`config.mk`:
```
export PLATFORM = sky130hd
export DESIGN_NAME = aopc_output_port
export DESIGN_NICKNAME = d
export VERILOG_FILES = /design/src/hw/aopc_pkg.sv /design/src/hw/aopc_fifo_if.sv /design/src/hw/aopc_fifo.sv /design/src/hw/aopc_output_port.sv
export SDC_FILE = /design/constraint.sdc
export NUM_CORES = 1
export LEC_CHECK = 0
export BUFFER_PORTS_ARGS = -buffer_cell sky130_fd_sc_hd__buf_2
export CAP_MARGIN = 20
export CORE_ASPECT_RATIO = 1.5
export CORE_MARGIN = 2
export CORE_UTILIZATION = 54
export DETAILED_ROUTE_END_ITERATION = 10
export PLACE_DENSITY_LB_ADDON = 0.3
export SLEW_MARGIN = 15
export SYNTH_ARGS = -nofsm -noshare
export SYNTH_HDL_FRONTEND = slang
export SYNTH_SLANG_ARGS = --single-unit
```
`constraint.sdc`:
```
create_clock -name sys_clk_i -period 2.8 [get_ports sys_clk_i]
set_clock_uncertainty 0.05 [all_clocks]
set_input_delay 0.14 -clock sys_clk_i [delete_from_list [all_inputs] [get_ports sys_clk_i]]
set_output_delay 0.14 -clock sys_clk_i [all_outputs]
set_load 0.1 [all_outputs]
```
`src/hw/aopc_pkg.sv`:
```
// Constants shared by the converter output port control block
package aopc_pkg;
	localparam int unsigned DATA_W      = 12;
	localparam int unsigned TOP_BIT     = 11;
	localparam int unsigned WORD_W      = 14;
	localparam int unsigned OVER_BIT    = 13;
	localparam int unsigned UNDER_BIT   = 12;
	localparam int unsigned FIFO_DEPTH  = 8;
	localparam int unsigned LVL_W       = 4;
	localparam int unsigned LATENCY_DEF = 4;
	localparam int unsigned WARMUP_SCLK = 8;
	localparam int unsigned WARM_W      = 4;
	localparam int unsigned SYNC_W      = 4;
	localparam int unsigned PIN_SCLK    = 0;
	localparam int unsigned PIN_FMT     = 1;
	localparam int unsigned PIN_OEN     = 2;
	localparam int unsigned PIN_SLEW    = 3;
	localparam logic [11:0] DATA_RST    = 12'h000;
	localparam logic [3:0]  SYNC_RST    = 4'h4;
endpackage : aopc_pkg
```
`src/hw/aopc_fifo_if.sv`:
```
// Handshake bundle between the output port control and its sample FIFO
`timescale 1ns/1ps
interface aopc_fifo_if;
	logic                           push_valid;
	logic                           push_ready;
	logic [aopc_pkg::WORD_W-1:0]    push_data;
	logic                           pop_valid;
	logic                           pop_ready;
	logic [aopc_pkg::WORD_W-1:0]    pop_data;
	logic [aopc_pkg::LVL_W-1:0]     level;

	modport fifo (
		input  push_valid, push_data, pop_ready,
		output push_ready, pop_valid, pop_data, level
	);
	modport user (
		output push_valid, push_data, pop_ready,
		input  push_ready, pop_valid, pop_data, level
	);
endinterface : aopc_fifo_if

```
`src/hw/aopc_fifo.sv`:
```
// Small synchronous FIFO holding conversion words in flight
`timescale 1ns/1ps
module aopc_fifo #(
	parameter int unsigned WIDTH = aopc_pkg::WORD_W,
	parameter int unsigned DEPTH = aopc_pkg::FIFO_DEPTH
) (
	// Clock and reset
	input  wire logic      sys_clk_i,
	input  wire logic      arst_n_i,
	// Both handshake sides
	aopc_fifo_if.fifo      f
);
	localparam int unsigned AW = $clog2(DEPTH);

	logic [WIDTH-1:0] mem_r [DEPTH];
	logic [AW-1:0]    wptr_r;
	logic [AW-1:0]    rptr_r;
	logic [AW:0]      cnt_r;
	logic             do_push;
	logic             do_pop;

	// Honest full and empty from the word count
	assign f.push_ready = (cnt_r != (AW+1)'(DEPTH));
	assign f.pop_valid  = (cnt_r != '0);
	assign f.pop_data   = mem_r[rptr_r];
	assign f.level      = aopc_pkg::LVL_W'(cnt_r);
	assign do_push      = f.push_valid & f.push_ready;
	assign do_pop       = f.pop_ready & f.pop_valid;

	// Storage array, written only on an accepted push
	always_ff @(posedge sys_clk_i) begin
		if (do_push) begin
			mem_r[wptr_r] <= f.push_data;
		end
	end

	// Pointers and fill count
	always_ff @(posedge sys_clk_i or negedge arst_n_i) begin
		if (!arst_n_i) begin
			wptr_r <= '0;
			rptr_r <= '0;
			cnt_r  <= '0;
		end else begin
			if (do_push) begin
				wptr_r <= wptr_r + 1'b1;
			end
			if (do_pop) begin
				rptr_r <= rptr_r + 1'b1;
			end
			unique case ({do_push, do_pop})
				2'b10: cnt_r <= cnt_r + 1'b1;
				2'b01: cnt_r <= cnt_r - 1'b1;
				default: cnt_r <= cnt_r;
			endcase
		end
	end
endmodule : aopc_fifo

```
`src/hw/aopc_output_port.sv`:
```
// Output stage of the sampling converter: coding, flags, strobe, enables
// What this block does
// - Format select low: invert the top data bit for two's complement.
// - Format select high: pass straight binary, top bit unchanged.
// - Output enable high: all data drivers released, sampling goes on.
// - Output enable low again: drive current data after a short delay.
// - Out-of-range flag low in range, high above maximum or below minimum.
// - Data-valid strobe is an image of the sample clock, aligned to data.
// - Strobe and out-of-range flag are released with the data bits.
// - All data outputs change in step with the sample clock falling edge.
// - Slew select high limits drive; low gives the faster edges.
// - Each result appears a fixed number of sample cycles after sampling.
// - After power-on, outputs are unreliable for several sample cycles.
`timescale 1ns/1ps
module aopc_output_port #(
	parameter int unsigned LATENCY = aopc_pkg::LATENCY_DEF
) (
	// Clock and reset
	input  wire logic                        sys_clk_i,
	input  wire logic                        arst_n_i,
	// Pins from outside, asynchronous
	input  wire logic                        sample_clk_i,
	input  wire logic                        format_select_n_i,
	input  wire logic                        output_enable_n_i,
	input  wire logic                        slew_limit_select_i,
	// Conversion core results, same clock
	input  wire logic [aopc_pkg::DATA_W-1:0] conv_data_i,
	input  wire logic                        conv_over_i,
	input  wire logic                        conv_under_i,
	// Output pins with enables
	output logic [aopc_pkg::DATA_W-1:0]      data_o,
	output logic                             data_oe_o,
	output logic                             out_of_range_o,
	output logic                             out_of_range_oe_o,
	output logic                             data_valid_strobe_o,
	output logic                             data_valid_strobe_oe_o,
	// Drive and status
	output logic                             slew_limit_o,
	output logic                             settled_o
);
	logic [aopc_pkg::SYNC_W-1:0] sync1_r;
	logic [aopc_pkg::SYNC_W-1:0] sync2_r;
	logic                        sclk_prev_r;
	logic                        sclk_rise;
	logic                        sclk_fall;
	logic                        fmt_n;
	logic                        oen_n;
	logic [aopc_pkg::WARM_W-1:0] warm_cnt_r;
	logic                        settled;
	logic                        pop_fire;
	logic [aopc_pkg::DATA_W-1:0] raw_word;
	logic                        oe_r;

	aopc_fifo_if fif ();

	aopc_fifo #(
		.WIDTH (aopc_pkg::WORD_W),
		.DEPTH (aopc_pkg::FIFO_DEPTH)
	) u_fifo (
		.sys_clk_i (sys_clk_i),
		.arst_n_i  (arst_n_i),
		.f         (fif.fifo)
	);

	// Two-stage synchronisers for every pin input
	always_ff @(posedge sys_clk_i or negedge arst_n_i) begin
		if (!arst_n_i) begin
			sync1_r <= aopc_pkg::SYNC_RST;
			sync2_r <= aopc_pkg::SYNC_RST;
		end else begin
			sync1_r <= {slew_limit_select_i, output_enable_n_i,
				format_select_n_i, sample_clk_i};
			sync2_r <= sync1_r;
		end
	end

	// Sample clock edge finder on the synchronised level
	always_ff @(posedge sys_clk_i or negedge arst_n_i) begin
		if (!arst_n_i) begin
			sclk_prev_r <= 1'b0;
		end else begin
			sclk_prev_r <= sync2_r[aopc_pkg::PIN_SCLK];
		end
	end

	assign sclk_rise = sync2_r[aopc_pkg::PIN_SCLK] & ~sclk_prev_r;
	assign sclk_fall = ~sync2_r[aopc_pkg::PIN_SCLK] & sclk_prev_r;
	assign fmt_n     = sync2_r[aopc_pkg::PIN_FMT];
	assign oen_n     = sync2_r[aopc_pkg::PIN_OEN];

	// Warm-up count of sample clocks; no clock means no start-up
	always_ff @(posedge sys_clk_i or negedge arst_n_i) begin
		if (!arst_n_i) begin
			warm_cnt_r <= '0;
		end else if (sclk_rise && !settled) begin
			warm_cnt_r <= warm_cnt_r + 1'b1;
		end
	end

	assign settled   = (warm_cnt_r == aopc_pkg::WARM_W'(aopc_pkg::WARMUP_SCLK));
	assign settled_o = settled;

	// Push one sample word per rising edge once warmed up
	assign fif.push_valid = sclk_rise & settled;
	assign fif.push_data  = {conv_over_i, conv_under_i, conv_data_i};

	// Pop on a falling edge only when the pipeline holds LATENCY words
	assign fif.pop_ready = sclk_fall &
		(fif.level == aopc_pkg::LVL_W'(LATENCY));
	assign pop_fire      = fif.pop_ready & fif.pop_valid;
	assign raw_word      = fif.pop_data[aopc_pkg::DATA_W-1:0];

	// Data word and range flag, updated only at the falling edge
	always_ff @(posedge sys_clk_i or negedge arst_n_i) begin
		if (!arst_n_i) begin
			data_o         <= aopc_pkg::DATA_RST;
			out_of_range_o <= 1'b0;
		end else if (pop_fire) begin
			if (fmt_n) begin
				data_o <= raw_word;
			end else begin
				data_o <= {~raw_word[aopc_pkg::TOP_BIT],
					raw_word[aopc_pkg::TOP_BIT-1:0]};
			end
			out_of_range_o <= fif.pop_data[aopc_pkg::OVER_BIT] |
				fif.pop_data[aopc_pkg::UNDER_BIT];
		end
	end

	// Strobe follows the sample clock, same edge as the data update
	always_ff @(posedge sys_clk_i or negedge arst_n_i) begin
		if (!arst_n_i) begin
			data_valid_strobe_o <= 1'b0;
		end else begin
			data_valid_strobe_o <= sync2_r[aopc_pkg::PIN_SCLK];
		end
	end

	// One enable for all pins; pipeline keeps running while released
	always_ff @(posedge sys_clk_i or negedge arst_n_i) begin
		if (!arst_n_i) begin
			oe_r <= 1'b0;
		end else begin
			oe_r <= ~oen_n;
		end
	end

	assign data_oe_o              = oe_r;
	assign out_of_range_oe_o      = oe_r;
	assign data_valid_strobe_oe_o = oe_r;

	// Edge rate control for the pad drivers
	always_ff @(posedge sys_clk_i or negedge arst_n_i) begin
		if (!arst_n_i) begin
			slew_limit_o <= 1'b0;
		end else begin
			slew_limit_o <= sync2_r[aopc_pkg::PIN_SLEW];
		end
	end
endmodule : aopc_output_port

```
After elaboration in Yosys (flattened, before gate mapping)
Memory sizes are Yosys's and may differ from the RTL's.
Index checks and enable logic that the tools add are counted.
Word-level totals
  memories: 1
  flip-flop bits (word level): 38
  word-level logic and storage cells: 41
  output and inout port bits: 19
  bits in writable memories: 112
  input bits: 20
Memories
  u_fifo.mem_r: words 8, width 14, rd ports 1, clocked after memory_dff 0, wr ports 1, RTL line aopc_fifo.sv:15  | logic [WIDTH-1:0] mem_r [DEPTH];
Cells by class
  eq/ne operators: 5
  multiplexer cells: 4
  add/sub/neg operators: 5
  bitwise operators: 11
  reduce and logical (&&, ||, !) cells: 4
Operator list (number)
  two-way mux 12 bit: 1
  adder 4 x 1 -> 4 bit (second input constant): 2
  one-hot mux 4 bit (2 select lines): 1
  adder 3 x 1 -> 3 bit (second input constant): 2
  AND 1 bit: 6
  == test 4 x 3 -> 1 bit (second input constant): 1
  == test 4 bit (second input constant): 1
  inequality test 4 bit (second input constant): 1
  NOT 1 bit: 4
  nonzero test 4 bit: 1
  subtractor 4 x 1 -> 4 bit (second input constant): 1
  == test 2 x 1 -> 1 bit (second input constant): 1
  == test 2 bit (second input constant): 1
  two-way mux 1 bit: 2
  nonzero test 2 bit: 1
  logical AND 1 bit: 1
  logical NOT 1 bit: 1
  bitwise OR 1 bit: 1

Longest topological paths before layout
  word-level depth: 6
  mapped depth: 12
  gate-level depth less buffers: 12

By module
Synthesis repeated with hierarchy kept, for this count alone.
Unflattened totals
  cell total of the unflattened synthesis: 296
  area, all modules: 5911.9 um2
Modules (own cells, without submodules)
  aopc_fifo: times used 1, cells an instance 227, area each 4858.4 um2, seq. area each 3613.5 um2
  aopc_output_port: times used 1, cells an instance 69, area each 1053.5 um2, seq. area each 703.2 um2

Worst setup path after synthesis
Ideal clock, no wire load.
  kind: reg2reg
  from: register data_valid_strobe_o (netlist name)
  to: memory u_fifo.mem_r[4][0] (netlist bit), enable pin
  library setup time: 403 ps
  buffers on the path: 0
  arrival time: 2583 ps
  clock period less this slack: 3036 ps
  slack: -236 ps
  required time: 2347 ps
  cell stages (with the launch flop): 5
  cell sequence: dfrtp_1 nand2b_1 nor3_1 nand2_1 nor3_1
RTL lines (RTL line)
  end: declaration: aopc_fifo.sv:15

Worst setup path after layout
  from: register warm_cnt_r[0] (netlist bit)
  to: register u_fifo.cnt_r[2] (netlist: u_fifo.f.level[2])
Between the ends
  word-level cells in the longest chain between the ends: 5
  elaborated cells between the ends (all ways): 7
  those cells by class: eq/ne (3); mux (1); bitwise (2); reduce/logical (1)
RTL lines
  start: declaration: RTL line aopc_output_port.sv:48  | logic [aopc_pkg::WARM_W-1:0] warm_cnt_r;
  start signal: assignment: RTL line aopc_output_port.sv:96  | warm_cnt_r <= warm_cnt_r + 1'b1;
  == test 4 bit *: RTL line aopc_output_port.sv:100  | assign settled = (warm_cnt_r == aopc_pkg::WARM_W'(aopc_pkg::WARMUP_SCLK));
  AND 1 bit *: RTL line aopc_output_port.sv:104  | assign fif.push_valid = sclk_rise & settled;
  AND 1 bit *: RTL line aopc_fifo.sv:27  | assign do_push = f.push_valid & f.push_ready;
  == test 2 x 1 -> 1 bit / == test 2 bit (equally long branches): RTL line aopc_fifo.sv:50  | unique case ({do_push, do_pop})
  one-hot mux 4 bit (2 select lines) / nonzero test 2 bit (equally long branches)
  end signal: assignment: RTL line aopc_fifo.sv:51  | 2'b10: cnt_r <= cnt_r + 1'b1;
  end signal: assignment: RTL line aopc_fifo.sv:52  | 2'b01: cnt_r <= cnt_r - 1'b1;
  end signal: assignment: RTL line aopc_fifo.sv:53  | default: cnt_r <= cnt_r;
  end: declaration: RTL line aopc_fifo.sv:18  | logic [AW:0] cnt_r;
Mark *: on every way between the ends. The rest lies on a longest branch, timed or not.
A chain may end at the register's enable or synchronous reset.

==> Implementation_results.wiki <==
{| class="wikitable"
! Metric !! Value
|-
| Initial standard-cell utilization of the core || 54.7%
|-
| Total of endpoints with negative setup slack in the final report || 0
|-
| Synth Cell Area || 5730 sq um
|-
| Type of element launching the critical path || register
|-
| Type of the most critical hold path || register to register
|-
| Detailed-route vias per instance || 5.44
|-
| Worst setup path class || register to register
|-
| Post-synth EDFFs || 112
|-
| Worst setup slack after layout || 272 ps
|-
| Maximum capacitance violations || 0
|-
| Top cell type by total area after synthesis || edfxtp_1
|-
| Final Hold Slack || 296 ps
|-
| Data arrival time of the worst path || 2770 ps
|-
| Pleak || 0.00256 uW
|-
| Number of top-level pins || 39
|-
| Sequential-to-total area share from yosys stat || about three quarters
|-
| Slowest-stage cell, CP || dfrtp_1
|-
| Critical Path Sink Type || register
|-
| Share of cells above drive strength 1 || 28.7%
|-
| Relative slew slack || 40.5%
|-
| Setup slack at placement || ~290 ps
|-
| Global route total overflow || 0
|-
| Synthesized-area fraction occupied by adder cells || 1.53%
|-
| Slew at the pin closest to its max-slew limit || 893 ps
|-
| Critical path endpoint || u_fifo.f.level[2]$_DFFE_PN0P_
|-
| Number of buffers added on ports || 38
|-
| Nets in the synthesized netlist || 336
|-
| Worst-path clk slew || about 60 ps
|-
| Total routing resource utilization after global routing || 20.1%
|-
| Die extent in x || ~88 um
|-
| Clock buffer count from CTS || 17
|-
| Flip-flop and latch area || 4320 sq um
|-
| Result of the run || completed
|-
| Clock Tree Buf Depth || 2
|-
| Number of global-route vias before repair || slightly above 3000
|-
| Routed wire length || 10500 um
|-
| GPL Wtd Cong || 0.717
|-
| Area of combinational cells with multiple inputs || 1320 sq um
|-
| Post-Route Utilization || between 60% and 70%
|-
| Number of nets in the layout || 414
|-
| Number of cells on the critical path || 12
|-
| Synthesized area per cell || ~19 sq um
|-
| Number of filler cells placed in the layout || 720
|-
| Fraction of the mapped netlist area in compound gates || under 10%
|-
| Reg2Reg Launch Point || warm_cnt_r[0]$_DFFE_PN0P_
|-
| Primary flip-flop cell chosen by synthesis mapping || edfxtp_1
|-
| Most used cells in the layout excluding fill and tap cells || edfxtp_1 (112), buf_2 (38), dfrtp_1 (35)
|-
| DPL Wire Length || 5990 um
|-
| DRC violation count after routing || 0
|-
| Remaining number of nets flagged by the antenna check after routing || 0
|-
| Maximum fanout encountered on the critical timing path || 5
|-
| Worst R2R Path Depth || 12
|-
| Area of the die || 11500 sq um
|-
| Area Growth Syn to Fin || 21.6%
|-
| Share of the synthesized area in the top cell type || 58.7%
|-
| Delay contributed by the slowest stage of the critical path || 410 ps
|-
| Destination of the worst register-to-register timing path || u_fifo.f.level[2]$_DFFE_PN0P_
|-
| Highest clock rate || 396 MHz
|-
| CP Cell Sequence || inv_1, ha_1, nand3b_1, nor3_1, inv_1, ha_1, xor2_1, ha_1, a21oi_1, xor2_1, nor2_1, xor2_1
|-
| Largest net degree at the start of global routing || 39
|-
| Final instance area || between 6000 and 7000 sq um
|-
| Maximum vdd ir drop || 410 uV
|-
| Dominant delay contributor by cell family on the critical path || adder cells
|-
| PwrDens || between 700 and 800 nW/um^2
|-
| Area contributors post-synth || edfxtp_1 (59%), dfrtp_1 (16%), mux4_2 (8.6%)
|-
| Pins over their slew limit || 0
|-
| Iteration-0 DRC Markers || between 300 and 400
|-
| Number of different library cells in the post-synthesis netlist || 35
|-
| Clock latency on the worst-skew pair || 410 ps
|-
| Yosys warning count || 0
|-
| Largest family of logic cells by synthesized area || multiplexers
|-
| Final critical delay including setup and external delays || between 2000 and 3000 ps
|-
| Clock tree from TritonCTS || built
|-
| Area of the placeable core || 10500 sq um
|-
| Gate count of the mapped netlist || 309
|-
| Most frequent standard cell in the layout excluding fill and tap cells || edfxtp_1
|-
| RSZ-0062 raised after global routing || false
|-
| Summed negative setup slack over all endpoints || 0 ps
|-
| Share of cell area taken by muxes after synthesis || roughly 13%
|-
| Worst path buffer plus inverter count || 2
|-
| Count of vias placed by the detailed router || roughly 3000
|-
| Number of synthesized register bits || 150
|-
| Placed cell areas || 6160 sq um
|-
| CTS H-Tree Depth || 4
|-
| Final critical-path share of the clock period || 90.3%
|-
| Required time of the critical path || 3040 ps
|-
| Row count || 46
|-
| CTS Root Cell || clkbuf_16
|-
| Count of inserted antenna diode cells || 0
|-
| Ys async rst share || 25.3%
|-
| Number of failing hold endpoints at the final stage || 0
|-
| Register-to-register setup slack || 270 ps
|-
| Synthesized-area fraction occupied by xor and xnor cells || 1.83%
|-
| Simple-gate share of the synthesized area || 4.76%
|-
| Die boundary height || about 130 um
|-
| Routed length per placed instance || 19.3 um
|-
| First-pass GRT wire length || 16100 um
|-
| Clock sink total || 150
|-
| Initial antenna violation count || 0
|-
| Detailed-router iteration count before antenna repair || 5
|-
| Start point of the critical path || warm_cnt_r[0]$_DFFE_PN0P_
|}
through the flow:
step | instances | total power [uW]
global route | 544 | 5460
finish | 544 | 5270
floorplan | 309 | 2830
global placement | 493 | 2910
detailed placement | 493 | 2940
CTS | 544 | 5300
cell type report:
class,count,area share (%)
sequential,150,62.0
inverter,6,0.323
clock inverter,13,2.60
tap,144,2.59
multi-input combinational,139,18.9
timing repair buffer,73,7.36
clock buffer,19,6.21
sequential cells by signal (all words and copies together) (netlist names):
signal               flops
warm_cnt_r               4
data_o                  12
slew_limit_o             1
u_fifo.wptr_r            3
u_fifo.f.level           4
u_fifo.rptr_r            3
data_oe_o                1
u_fifo.mem_r           112
out_of_range_o           1
sync2_r                  4
sync1_r                  4
data_valid_strobe_o      1
worst reg2reg max path: cells and delay by family, from the launching register on:
kind / cells / cell delay, ps
compound gates: 1 / 150
xor+xnor: 3 / 480
fa+ha+maj: 3 / 630
buf+inv: 2 / 220
flops: 1 / 410
simple gates: 3 / 470
layer usage:
| layer | vias up | track usage (%) | wire (um) |
|---|---|---|---|
| met4 | 0 | 9.09 | 164 |
| li1 | 1341 | - | - |
| met3 | 10 | 6.01 | 449 |
| met5 | - | 0 | 0 |
| met2 | 79 | 34.2 | 5710 |
| met1 | 1531 | 23.4 | 4190 |
kinds of logic (layout without fill, tap and decap cells):
| kind of cell | count (synthesis) | after routing |
|---|---|---|
| AO/OA/AOI/OAI | 20 | 20 |
| XOR/XNOR | 12 | 12 |
| adder cells (fa/ha/maj) | 7 | 7 |
| buffers and inverters | 20 | 111 |
| flip-flops | 150 | 150 |
| multiplexers | 40 | 40 |
| AND/OR/NAND/NOR | 60 | 60 |
worst min path at each step:
stage                               startpoint                    end  slack (ps)  cells past startpoint
final                     sync1_r[1]$_DFF_PN0_   sync2_r[1]$_DFF_PN0_         300                      0
after global routing      sync1_r[1]$_DFF_PN0_   sync2_r[1]$_DFF_PN0_         310                      0
after CTS                 sync1_r[1]$_DFF_PN0_   sync2_r[1]$_DFF_PN0_         300                      0
after detailed placement     output_enable_n_i   sync1_r[2]$_DFF_PN1_         200                      1
after global placement       output_enable_n_i   sync1_r[2]$_DFF_PN1_         200                      1
after floorplan                       arst_n_i  data_o[0]$_DFFE_PN0P_        -210                      0
timing repair:
item,CTS,global route
hold buffers,19,0
gates resized for setup,0,0
hold endpoints to repair,152,0
buffers inserted,0,0
power breakdown:
part	total, uW	switching, uW	internal (uW)
Clock	2340	855	1490
Sequential	2570	99.8	2470
Combinational	354	208	145
cell usage after synthesis (2+ instances only):
| cell | count |
|---|---|
| edfxtp_1 | 112 |
| dfrtp_1 | 36 |
| nand2_1 | 26 |
| mux4_2 | 22 |
| nor2_1 | 16 |
| mux2i_1 | 12 |
| o21ai_0 | 12 |
| xnor2_1 | 8 |
| ha_1 | 7 |
| inv_1 | 6 |
| nand2b_1 | 5 |
| buf_2 | 4 |
| buf_4 | 4 |
| nor3_1 | 4 |
| xor2_1 | 4 |
| clkbuf_1 | 3 |
| mux2_2 | 3 |
| mux4_1 | 3 |
| nand4_1 | 3 |
| a21oi_1 | 2 |
| dfstp_2 | 2 |
| nand3b_1 | 2 |
No activity file was read; power rests on OpenSTA's default activity.
